==> src/logic/pfs_pkg.sv <==
/*
  Constants, register map and shared types of the fault status and
  write-protection register bank.
  Assumes a 32-bit classic Wishbone slave on a single clock.
*/
package pfs_pkg;

  localparam int unsigned NUM_FAULT = 4;
  localparam int unsigned FVAL_W    = 4;
  localparam int unsigned POL_W     = 8;

  // register byte offsets
  localparam logic [7:0] OFF_FMS      = 8'h00;
  localparam logic [7:0] OFF_MODE     = 8'h04;
  localparam logic [7:0] OFF_FLTCTRL  = 8'h08;
  localparam logic [7:0] OFF_POL      = 8'h0C;
  localparam logic [7:0] OFF_IRQ_STAT = 8'h10;
  localparam logic [7:0] OFF_IRQ_MASK = 8'h14;

  // fault_mode_status fields
  localparam int unsigned FMS_SUM_BIT  = 7;
  localparam int unsigned FMS_WPON_BIT = 6;
  localparam int unsigned FMS_FIN_BIT  = 5;

  // mode register fields
  localparam int unsigned MODE_FCEN_BIT  = 0;
  localparam int unsigned MODE_WPOFF_BIT = 2;

  // fault control register fields
  localparam int unsigned FLT_EN_LSB   = 0;
  localparam int unsigned FLT_FEN_LSB  = 4;
  localparam int unsigned FLT_FVAL_LSB = 8;

  // values after reset
  localparam logic                 RST_WPOFF = 1'b1;
  localparam logic                 RST_FCEN  = 1'b0;
  localparam logic [NUM_FAULT-1:0] RST_EN    = 4'h0;
  localparam logic [FVAL_W-1:0]    RST_FVAL  = 4'h0;
  localparam logic [POL_W-1:0]     RST_POL   = 8'h00;

  typedef enum logic [1:0] {
    PFS_BUS_IDLE = 2'b01,
    PFS_BUS_ACK  = 2'b10
  } pfs_bus_state_t;

endpackage

==> src/logic/pfs_reg_if.sv <==
/*
  Register access carrier between the Wishbone slave and the core.
  Assumes one clock; rd and wr are one-cycle strobes.
*/
interface pfs_reg_if;
  logic        rd;
  logic        wr;
  logic [7:0]  addr;
  logic [31:0] wdata;
  logic [3:0]  be;
  logic [31:0] rdata;

  modport slave (output rd, wr, addr, wdata, be, input rdata);
  modport core  (input rd, wr, addr, wdata, be, output rdata);
endinterface

==> src/logic/pfs_wb_slave.sv <==
/*
  Classic Wishbone slave: one wait state, registered ack and data.
  Assumes the master holds its request until it samples ack.
*/
module pfs_wb_slave
  import pfs_pkg::*;
(
  input  wire logic        clk_i,    // module clock
  input  wire logic        rst_i,    // synchronous reset
  input  wire logic        wb_cyc_i, // bus cycle
  input  wire logic        wb_stb_i, // strobe
  input  wire logic        wb_we_i,  // write enable
  input  wire logic [7:0]  wb_adr_i, // byte address
  input  wire logic [3:0]  wb_sel_i, // byte lanes
  input  wire logic [31:0] wb_dat_i, // write data
  output logic      [31:0] wb_dat_o, // read data
  output logic             wb_ack_o, // acknowledge
  pfs_reg_if.slave         rif       // core access
);
  typedef struct packed {
    pfs_bus_state_t st;
    logic [31:0]    dat;
  } pfs_wb_st_t;

  pfs_wb_st_t q, d;
  logic       req;

  assign req       = (q.st == PFS_BUS_IDLE) && wb_cyc_i && wb_stb_i;
  assign rif.rd    = req && !wb_we_i;
  assign rif.wr    = req && wb_we_i;
  assign rif.addr  = wb_adr_i;
  assign rif.wdata = wb_dat_i;
  assign rif.be    = wb_sel_i;
  assign wb_ack_o  = (q.st == PFS_BUS_ACK);
  assign wb_dat_o  = q.dat;

  always_comb begin
    d = q;
    unique case (q.st)
      PFS_BUS_IDLE: begin
        if (req) begin
          d.st  = PFS_BUS_ACK;
          d.dat = wb_we_i ? 32'h0000_0000 : rif.rdata;
        end
      end
      PFS_BUS_ACK: d.st = PFS_BUS_IDLE;
      default:     d.st = PFS_BUS_IDLE;
    endcase
  end

  always_ff @(posedge clk_i) begin
    if (rst_i) begin
      q <= '{st: PFS_BUS_IDLE, dat: 32'h0000_0000};
    end else begin
      q <= d;
    end
  end
endmodule

==> src/logic/pfs_fault_filter.sv <==
/*
  Per-input glitch filter for the fault inputs.
  Assumes inputs synchronous to clk_i; filter off when value is zero.
*/
module pfs_fault_filter #(
  parameter int unsigned N = 4,
  parameter int unsigned W = 4
) (
  input  wire logic         clk_i,    // module clock
  input  wire logic         rst_i,    // synchronous reset
  input  wire logic [N-1:0] raw_i,    // raw fault levels
  input  wire logic [N-1:0] fen_i,    // per-input filter enable
  input  wire logic [W-1:0] fval_i,   // filter length in cycles
  output logic      [N-1:0] filt_o    // filtered levels
);
  if (N < 1 || W < 1) begin : g_chk
    $error("pfs_fault_filter: N and W must be at least 1");
  end

  typedef struct packed {
    logic [N-1:0]        hold;
    logic [N-1:0][W-1:0] cnt;
  } pfs_filt_st_t;

  pfs_filt_st_t q, d;

  always_comb begin
    d = q;
    for (int j = 0; j < N; j++) begin
      if (raw_i[j] == q.hold[j]) begin
        d.cnt[j] = '0;
      end else if (q.cnt[j] + 1'b1 >= fval_i) begin
        d.hold[j] = raw_i[j];
        d.cnt[j]  = '0;
      end else begin
        d.cnt[j] = W'(q.cnt[j] + 1'b1);
      end
    end
  end

  for (genvar j = 0; j < N; j++) begin : g_out
    assign filt_o[j] = (fen_i[j] && fval_i != '0) ? q.hold[j] : raw_i[j];
  end

  always_ff @(posedge clk_i) begin
    if (rst_i) begin
      q <= '0;
    end else begin
      q <= d;
    end
  end
endmodule

==> src/logic/pfs_top.sv <==
/*
  Fault status and write-protection register bank of a PWM timer.
  Holds the fault flags with their read-then-write clearing sequences,
  the write-protection pair, fault control, polarity and an interrupt.
  Assumes fault_i is synchronous to clk_i and active high.
*/
module pfs_top
  import pfs_pkg::*;
(
  input  wire logic                 clk_i,              // module clock, 100 MHz
  input  wire logic                 rst_i,              // synchronous reset, high
  input  wire logic                 wb_cyc_i,           // bus cycle
  input  wire logic                 wb_stb_i,           // strobe
  input  wire logic                 wb_we_i,            // write enable
  input  wire logic [7:0]           wb_adr_i,           // byte address
  input  wire logic [3:0]           wb_sel_i,           // byte lanes
  input  wire logic [31:0]          wb_dat_i,           // write data
  output logic      [31:0]          wb_dat_o,           // read data
  output logic                      wb_ack_o,           // acknowledge
  input  wire logic [NUM_FAULT-1:0] fault_i,            // raw fault inputs
  output logic      [NUM_FAULT-1:0] fault_flags_o,      // per-input fault flags
  output logic                      fault_summary_o,    // summary fault flag
  output logic                      fault_inputs_or_o,  // live OR of enabled faults
  output logic                      write_protect_on_o, // protection active
  output logic                      fault_ctrl_en_o,    // fault control enable
  output logic      [POL_W-1:0]     polarity_o,         // channel polarity bits
  output logic                      irq_o               // interrupt, level
);
  typedef struct packed {
    logic [NUM_FAULT-1:0] flag;
    logic [NUM_FAULT-1:0] arm;
    logic                 sum_arm;
    logic                 wp_off;
    logic                 wp_arm;
    logic                 fcen;
    logic [NUM_FAULT-1:0] in_en;
    logic [NUM_FAULT-1:0] filt_en;
    logic [FVAL_W-1:0]    fval;
    logic [POL_W-1:0]     channel_polarity_bit;
    logic [NUM_FAULT-1:0] fin_prev;
    logic [NUM_FAULT-1:0] irq_stat;
    logic [NUM_FAULT-1:0] irq_mask;
  } pfs_core_st_t;

  pfs_core_st_t         q, d;
  pfs_reg_if            rif ();
  logic [NUM_FAULT-1:0] filt;
  logic [NUM_FAULT-1:0] fin;
  logic [NUM_FAULT-1:0] new_fault;
  logic [NUM_FAULT-1:0] flag_rise;
  logic [31:0]          wmask;
  logic [31:0]          wbits;
  logic                 fms_rd;
  logic                 fms_wr;
  logic                 mode_wr;
  logic                 flt_wr;
  logic                 pol_wr;
  logic                 irqs_rd;
  logic                 irqm_wr;
  logic                 lane0;
  logic                 lane1;
  logic                 any_fin;

  pfs_wb_slave u_wb (
    .clk_i    (clk_i),
    .rst_i    (rst_i),
    .wb_cyc_i (wb_cyc_i),
    .wb_stb_i (wb_stb_i),
    .wb_we_i  (wb_we_i),
    .wb_adr_i (wb_adr_i),
    .wb_sel_i (wb_sel_i),
    .wb_dat_i (wb_dat_i),
    .wb_dat_o (wb_dat_o),
    .wb_ack_o (wb_ack_o),
    .rif      (rif.slave)
  );

  pfs_fault_filter #(
    .N (NUM_FAULT),
    .W (FVAL_W)
  ) u_filt (
    .clk_i  (clk_i),
    .rst_i  (rst_i),
    .raw_i  (fault_i),
    .fen_i  (q.filt_en),
    .fval_i (q.fval),
    .filt_o (filt)
  );

  // decode of the single-cycle access strobes
  assign fms_rd  = rif.rd && (rif.addr == OFF_FMS);
  assign fms_wr  = rif.wr && (rif.addr == OFF_FMS);
  assign mode_wr = rif.wr && (rif.addr == OFF_MODE);
  assign flt_wr  = rif.wr && (rif.addr == OFF_FLTCTRL);
  assign pol_wr  = rif.wr && (rif.addr == OFF_POL);
  assign irqs_rd = rif.rd && (rif.addr == OFF_IRQ_STAT);
  assign irqm_wr = rif.wr && (rif.addr == OFF_IRQ_MASK);
  assign lane0   = rif.be[0];
  assign lane1   = rif.be[1];

  assign wmask = {{8{rif.be[3]}}, {8{rif.be[2]}}, {8{rif.be[1]}}, {8{rif.be[0]}}};
  assign wbits = rif.wdata & wmask;

  // gated fault levels and their fresh detections
  assign fin       = {NUM_FAULT{q.fcen}} & q.in_en & filt;
  assign any_fin   = |fin;
  assign new_fault = fin & ~q.fin_prev;

  always_comb begin
    d          = q;
    d.fin_prev = fin;

    // a status read while a flag is set arms its clearing sequence
    if (fms_rd) begin
      d.arm = q.arm | q.flag;
      if (|q.flag) begin
        d.sum_arm = 1'b1;
      end
      if (!q.wp_off) begin
        d.wp_arm = 1'b1;
      end
    end

    if (fms_wr && lane0) begin
      // zero written to an armed flag with its input quiet clears it
      for (int j = 0; j < NUM_FAULT; j++) begin
        if (!rif.wdata[j] && q.arm[j] && !fin[j]) begin
          d.flag[j] = 1'b0;
        end
      end
      // summary clear takes every input flag with it
      if (!rif.wdata[FMS_SUM_BIT] && q.sum_arm && !any_fin) begin
        d.flag = '0;
      end
      // any write ends the pending flag and summary sequences
      d.arm     = '0;
      d.sum_arm = 1'b0;
      // only a one turns protection on, a zero is ignored
      if (rif.wdata[FMS_WPON_BIT]) begin
        d.wp_off = 1'b0;
        d.wp_arm = 1'b0;
      end
    end

    if (mode_wr && lane0) begin
      if (rif.wdata[MODE_WPOFF_BIT] && q.wp_arm && !q.wp_off) begin
        d.wp_off = 1'b1;
      end
      d.wp_arm = 1'b0;
      if (q.wp_off) begin
        d.fcen = rif.wdata[MODE_FCEN_BIT];
      end
    end

    if (flt_wr && q.wp_off) begin
      if (lane0) begin
        d.in_en   = rif.wdata[FLT_EN_LSB +: NUM_FAULT];
        d.filt_en = rif.wdata[FLT_FEN_LSB +: NUM_FAULT];
      end
      if (lane1) begin
        d.fval = rif.wdata[FLT_FVAL_LSB +: FVAL_W];
      end
    end

    if (pol_wr && lane0 && q.wp_off) begin
      d.channel_polarity_bit = rif.wdata[POL_W-1:0];
    end

    // a fresh fault restarts the sequence of its own flag and the summary
    d.arm = d.arm & ~new_fault;
    if (|new_fault) begin
      d.sum_arm = 1'b0;
    end

    // hardware set wins over any clear in the same cycle
    d.flag = d.flag | fin;

    // interrupt status: read clears, a new flag sets, set wins
    if (irqs_rd) begin
      d.irq_stat = '0;
    end
    d.irq_stat = d.irq_stat | flag_rise;

    if (irqm_wr && lane0) begin
      d.irq_mask = wbits[NUM_FAULT-1:0];
    end
  end

  assign flag_rise = fin & ~q.flag;

  // read data, combinational from the current state
  always_comb begin
    rif.rdata = 32'h0000_0000;
    unique case (rif.addr)
      OFF_FMS: begin
        rif.rdata[NUM_FAULT-1:0] = q.flag;
        rif.rdata[FMS_FIN_BIT]   = any_fin;
        rif.rdata[FMS_WPON_BIT]  = !q.wp_off;
        rif.rdata[FMS_SUM_BIT]   = |q.flag;
      end
      OFF_MODE: begin
        rif.rdata[MODE_FCEN_BIT]  = q.fcen;
        rif.rdata[MODE_WPOFF_BIT] = q.wp_off;
      end
      OFF_FLTCTRL: begin
        rif.rdata[FLT_EN_LSB +: NUM_FAULT]  = q.in_en;
        rif.rdata[FLT_FEN_LSB +: NUM_FAULT] = q.filt_en;
        rif.rdata[FLT_FVAL_LSB +: FVAL_W]   = q.fval;
      end
      OFF_POL: begin
        rif.rdata[POL_W-1:0] = q.channel_polarity_bit;
      end
      OFF_IRQ_STAT: begin
        rif.rdata[NUM_FAULT-1:0] = q.irq_stat;
      end
      OFF_IRQ_MASK: begin
        rif.rdata[NUM_FAULT-1:0] = q.irq_mask;
      end
      default: begin
        rif.rdata = 32'h0000_0000;
      end
    endcase
  end

  always_ff @(posedge clk_i) begin
    if (rst_i) begin
      q.flag     <= '0;
      q.arm      <= '0;
      q.sum_arm  <= 1'b0;
      q.wp_off   <= RST_WPOFF;
      q.wp_arm   <= 1'b0;
      q.fcen     <= RST_FCEN;
      q.in_en    <= RST_EN;
      q.filt_en  <= RST_EN;
      q.fval     <= RST_FVAL;
      q.channel_polarity_bit      <= RST_POL;
      q.fin_prev <= '0;
      q.irq_stat <= '0;
      q.irq_mask <= '0;
    end else begin
      q <= d;
    end
  end

  assign fault_flags_o      = q.flag;
  assign fault_summary_o    = |q.flag;
  assign fault_inputs_or_o  = any_fin;
  assign write_protect_on_o = !q.wp_off;
  assign fault_ctrl_en_o    = q.fcen;
  assign polarity_o         = q.channel_polarity_bit;
  assign irq_o              = |(q.irq_stat & q.irq_mask);
endmodule

==> config.mk <==
export PLATFORM = sky130hd
export DESIGN_NAME = pfs_top
export DESIGN_NICKNAME = d
export VERILOG_FILES = /design/src/logic/pfs_pkg.sv /design/src/logic/pfs_reg_if.sv /design/src/logic/pfs_wb_slave.sv /design/src/logic/pfs_fault_filter.sv /design/src/logic/pfs_top.sv
export SDC_FILE = /design/constraint.sdc
export NUM_CORES = 1
export LEC_CHECK = 0
export ABC_AREA = 1
export ABC_CLOCK_PERIOD_IN_PS = 2300
export BUFFER_PORTS_ARGS = -buffer_cell sky130_fd_sc_hd__buf_2
export CELL_PAD_IN_SITES_DETAIL_PLACEMENT = 0
export CELL_PAD_IN_SITES_GLOBAL_PLACEMENT = 1
export CORE_ASPECT_RATIO = 0.75
export CORE_MARGIN = 5
export CORE_UTILIZATION = 41
export DETAILED_ROUTE_END_ITERATION = 6
export GPL_ROUTABILITY_DRIVEN = 1
export GPL_TIMING_DRIVEN = 0
export PLACE_DENSITY = 0.87
export SYNTH_ARGS = -nofsm -noshare
export SYNTH_HDL_FRONTEND = slang
export SYNTH_HIERARCHICAL = 1
export SYNTH_SLANG_ARGS = --single-unit
==> constraint.sdc <==
create_clock -name clk_i -period 2.3 [get_ports clk_i]
set_clock_uncertainty 0.15 [all_clocks]
set_input_delay 0.115 -clock clk_i [delete_from_list [all_inputs] [get_ports clk_i]]
set_output_delay 0.115 -clock clk_i [all_outputs]
set_load 0.05 [all_outputs]
Yosys cells after proc, flatten, opt, wreduce, memory -nomap -nowiden
Cells that the tools add are included.
{"block": "totals", "wordCells": 153, "inputBits": 53, "ff_bits": 98, "out_inout_bits": 50}
{"block": "classes", "addsub": 4, "n_reduce_logical": 66, "mux": 27, "bitwise_logic": 18, "n_eq_ne": 11, "magnitude_cmp": 4}
{"operator": "$logic_and A1 B1 Y1", "n": 33}
{"operator": "$and A4 B4 Y4", "n": 7}
{"operator": "$reduce_and A2 Y1", "n": 9}
{"operator": "$add A4 B1 Y4 const B", "n": 4}
{"operator": "$eq A8 B4 Y1 const B", "n": 2}
{"operator": "$eq A8 B5 Y1 const B", "n": 2}
{"operator": "$ge A4 B4 Y1", "n": 4}
{"operator": "$mux W1", "n": 13}
{"operator": "$logic_not A1 Y1", "n": 12}
{"operator": "$mux W12", "n": 1}
{"operator": "$mux W4", "n": 3}
{"operator": "$not A4 Y4", "n": 3}
{"operator": "$or A4 B4 Y4", "n": 3}
{"operator": "$pmux W1 S6", "n": 2}
{"operator": "$reduce_or A3 Y1", "n": 4}
{"operator": "$reduce_or A4 Y1", "n": 3}
{"operator": "$mux W11", "n": 1}
{"operator": "$pmux W1 S5", "n": 2}
{"operator": "$pmux W3 S3", "n": 1}
{"operator": "$eq A8 B3 Y1 const B", "n": 1}
{"operator": "$logic_not A8 Y1", "n": 1}
{"operator": "$reduce_or A6 Y1", "n": 1}
{"operator": "$mux W5", "n": 1}
{"operator": "$not A1 Y1", "n": 5}
{"operator": "8 further kinds", "n": 12}

Longest topological paths before layout
{"block": "logic_depth", "word_depth": 11, "mapped_depth": 15, "depth_no_buf": 15}

By module
Netlist, hierarchy kept.
{"mod": "pfs_top", "area_per_inst_um2": 2521.2, "seq_area_each_um2": 880.8, "cells_per_inst": 393, "n_inst": 1}
{"mod": "pfs_wb_slave", "area_per_inst_um2": 2135.8, "seq_area_each_um2": 680.7, "cells_per_inst": 299, "n_inst": 1}
{"mod": "pfs_fault_filter", "area_per_inst_um2": 1450.1, "seq_area_each_um2": 400.4, "cells_per_inst": 190, "n_inst": 1}

Least setup slack after synthesis
No wires, ideal clock.
{"block": "synth_timing", "kind": "register to register", "startpoint": "reg q, in the netlist fault_ctrl_en_o", "endpoint": "reg u_wb.q, in the netlist u_wb/wb_dat_o[5]", "path_stages_with_launch": 12, "n_path_buf": 1, "required_ps": 2080, "arrival_ps": 1889, "synth_period_minus_slack_ps": 2109, "setup_ps": 70, "setup_slack_ps": 191, "cell_sequence": "dfxtp_1 buf_2 nand3_1 nand2_1 nor2_1 inv_1 nand2_1 nand3_1 inv_1 nor2_1 nand3_1 a21oi_1"}
{"block": "synth_via", "elab_chain_cells": 5}
{"element": "from (decl)", "line": "pfs_top.sv:45", "rtl": "pfs_core_st_t q, d;"}
{"element": "$and A4 B4 Y4 (2 in series)", "line": "pfs_top.sv:105", "rtl": "assign fin = {NUM_FAULT{q.fcen}} & q.in_en & filt;"}
{"element": "$reduce_or A4 Y1", "line": "pfs_top.sv:106", "rtl": "assign any_fin = |fin;"}
{"element": "net fault_inputs_or_o", "line": "pfs_top.sv:23", "rtl": "output logic fault_inputs_or_o,"}
{"element": "$pmux W3 S3", "line": "pfs_top.sv:194", "rtl": "unique case (rif.addr)"}
{"element": "net rif.rdata[5]", "line": "pfs_reg_if.sv:11", "rtl": "logic [31:0] rdata;"}
{"element": "$mux W12", "line": "pfs_wb_slave.sv:43", "rtl": "d.dat = wb_we_i ? 32'h0000_0000 : rif.rdata;"}
{"element": "to (signal assigned)", "line": "pfs_wb_slave.sv:53", "rtl": "q <= '{st: PFS_BUS_IDLE, dat: 32'h0000_0000};"}
{"element": "to (decl)", "line": "pfs_wb_slave.sv:25", "rtl": "pfs_wb_st_t q, d;"}
The timed path passes the listed nets, and every way through them passes these cells.
A chain may end at the register's enable or synchronous reset.

==> results.rst <==
.. list-table::
   :header-rows: 1

   * - Metric
     - Value
   * - Width of the chip
     - 149 um
   * - Area growth from synthesis to final layout
     - 18.7%
   * - Status
     - finished clean
   * - Slew at the pin closest to its max-slew limit
     - 585 ps
   * - All-Layer GR Usage
     - 16.9%
   * - Inserted Diodes
     - 0
   * - Worst path top cell family by delay
     - simple AND/OR/NAND/NOR gates
   * - Clock slew at the register clock pins of the worst setup and hold paths
     - 70 ps
   * - Final core utilization
     - 49.1%
   * - Max-cap violations
     - 0
   * - Syn_area_per_cell
     - 6.91 um2
   * - Critical path class
     - register to primary output
   * - Post-Syn Area
     - 5940 um2
   * - Design area
     - 7050 um2
   * - Worst setup EP type
     - primary output
   * - Root buf cell
     - sky130_fd_sc_hd__clkbuf_16
   * - Final RePlAce weighted congestion
     - 0.836
   * - Largest stage delay on the critical path
     - 380 ps
   * - CTS tree
     - built
   * - Starting DRC count in detailed routing
     - 275
   * - Crit Path Max Fanout
     - 7
   * - Startpoint type of the worst setup path
     - register
   * - Final count of hold timing violations
     - 0
   * - Final worst-path cycle share
     - 93.8%
   * - Buffer depth of the longest clock path
     - 2
   * - Number of buffers inserted by port buffering
     - 57
   * - Vias per cell
     - 4.37
   * - Pin count of the biggest net entering global routing
     - 17
   * - Post-route DRC
     - 0
   * - Half-perimeter wire length after detailed placement
     - 10,900 um
   * - Post-layout minimum cycle time
     - 2160 ps
   * - Drt wl/cell
     - 12.0 um
   * - Cell leakage power
     - 0.00341 uW
   * - TritonCTS Sinks
     - 98
   * - Crit-path slowest cell
     - sky130_fd_sc_hd__dfxtp_2
   * - Final WL
     - 14,000 um
   * - Antenna violations before repair
     - 0
   * - Number of nets with antenna violations after routing
     - 0
   * - Min-Delay Path Class
     - input port to register
   * - Worst rel slew slack
     - 61.0%
   * - Power density over the cells
     - 519 nW/um2
   * - Count of standard-cell rows
     - 38
   * - Post-synthesis instance total
     - 860
   * - Number of optimization iterations in the first detailed-route pass
     - 5
   * - Fill cells
     - 1,552
   * - Die H
     - 114 um
   * - Area of the core
     - 14,400 um2
   * - Critical Path, Cell by Cell
     - nor2_1, nand3_2, nand2_1, nand2_1, o21ai_1, nand3_1, nand2_1, nor2_1, inv_1, buf_4
   * - Peak supply drop
     - 0.000337 V
   * - Number of nets at the end of the flow
     - 1,037
   * - Warnings, synthesis
     - 6
   * - Starting Density
     - 41.4%
   * - Sum of overflow across all layers after global routing
     - 0
   * - First-pass GRT wire length
     - 23,000 um
   * - Final setup fails
     - 0
   * - Worst EP arrival
     - 1890 ps
   * - DR vias
     - 5,110
   * - CTS H-tree depth
     - 3
   * - Overall die area
     - 17,000 um2
   * - Post-DP Area
     - 6550 um2
   * - CTS Buf Count
     - 9
   * - Clk Latency, worst-skew pair
     - 350 ps
   * - Number of global-route vias before repair
     - 4,693
   * - Worst Path Buf+Inv
     - 2
   * - Max Clock Freq
     - 464 MHz
   * - Required time worst endpoint
     - 2040 ps
   * - Final slew viol count
     - 0
   * - CP dominant cell by count
     - sky130_fd_sc_hd__nand2_1
   * - Ports placed on the boundary
     - 103
   * - Layout cells sized above 1
     - 25.6%
[worst reg2reg max path: stages (launching register included)]
cell                      delay, ps
sky130_fd_sc_hd__dfxtp_2        380
sky130_fd_sc_hd__nor2_1         140
sky130_fd_sc_hd__nand3_2        120
sky130_fd_sc_hd__nand2_1        140
sky130_fd_sc_hd__nand2_1         60
sky130_fd_sc_hd__o21ai_1        110
sky130_fd_sc_hd__nand3_1        140
sky130_fd_sc_hd__nand2_1         90
sky130_fd_sc_hd__nor2_1          60
sky130_fd_sc_hd__inv_1           90
sky130_fd_sc_hd__nand2_1        100
sky130_fd_sc_hd__nand3_1        110
sky130_fd_sc_hd__inv_1           50
sky130_fd_sc_hd__nor2_1          80
sky130_fd_sc_hd__nand3_1        100
sky130_fd_sc_hd__a21oi_1        150
[worst paths after layout]
kind / start / to / slack (ps) / depth (start not counted)
setup / recovery: q[20]$_SDFFE_PP0P_ / fault_inputs_or_o / 140 / 10
hold / removal: rst_i / u_filt/q[16]$_SDFFE_PP0P_ / 60 / 4
setup reg to reg: q[20]$_SDFFE_PP0P_ / u_wb/wb_dat_o[5]$_SDFFE_PP0P_ / 160 / 15
hold reg to reg: q[38]$_SDFF_PP0_ / q[38]$_SDFF_PP0_ / 300 / 2
[final cells by class]
| class | instances | area, um2 | share of cell area [%] |
|---|---|---|---|
| sequential | 98 | 1960 | 27.9 |
| tap | 200 | 250 | 3.55 |
| inverter | 138 | 526 | 7.45 |
| clock inverter | 5 | 62.6 | 0.887 |
| timing repair buffer | 74 | 455 | 6.46 |
| multi-input combinational | 545 | 2820 | 39.9 |
| buffer | 98 | 724 | 10.3 |
| clock buffer | 11 | 253 | 3.58 |
[report_power, final]
part | internal [uW] | leakage (uW) | switching (uW)
combinational | 132 | 0.00247 | 216
clock | 907 | 0.000148 | 681
sequential | 1710 | 0.000793 | 10.3
[what timing repair did]
action,in CTS,in global routing
hold buffers,16,0
resized for setup,2,5
pin swaps,0,1
buffers inserted,0,1
setup endpoints to repair,1,2
hold endpoints to repair,21,0
[routing by layer]
layer / vias up / routed length [um] / track usage (%)
li1: 2780 / - / -
met1: 2229 / 7520 / 25.5
met2: 87 / 5660 / 24.3
met3: 14 / 702 / 3.76
met4: 0 / 143 / 3.78
met5: - / 0 / 0
[through the flow]
stage | worst slack (ps) | setup TNS (ps) | power (uW) | std cells | hold slack [ps]
floorplan | 191 | 0 | 2020 | 879 | 155
global placement | 55.6 | 0 | 2090 | 1136 | 206
detailed placement | 85.5 | 0 | 2090 | 1136 | 211
CTS | 8.74 | 0 | 3710 | 1168 | 56.7
global route | -29.6 | -42.9 | 3810 | 1169 | 76.4
finish | 143 | 0 | 3660 | 1169 | 62.9
[cells in the final DEF, fill, tap and decap left out, types with 13 or more instances in the layout]
| master | n |
|---|---|
| sky130_fd_sc_hd__a21oi_1 | 51 |
| sky130_fd_sc_hd__buf_2 | 67 |
| sky130_fd_sc_hd__buf_4 | 74 |
| sky130_fd_sc_hd__inv_2 | 13 |
| sky130_fd_sc_hd__dfxtp_1 | 96 |
| sky130_fd_sc_hd__nor2_1 | 93 |
| sky130_fd_sc_hd__inv_1 | 121 |
| sky130_fd_sc_hd__ha_1 | 20 |
| sky130_fd_sc_hd__nand3_1 | 99 |
| sky130_fd_sc_hd__a21oi_2 | 14 |
| sky130_fd_sc_hd__nand2_1 | 166 |
| sky130_fd_sc_hd__nor2_2 | 23 |
| sky130_fd_sc_hd__conb_1 | 20 |
| sky130_fd_sc_hd__dlygate4sd3_1 | 16 |
[state kept, by name, summed over array words and instances (netlist names)]
name,cells
u_wb/wb_dat_o,32
fault_ctrl_en_o,1
u_filt/q,20
u_wb/q,2
q,31
polarity_o,8
fault_flags_o,4
Power figures use the tool's default switching activity.
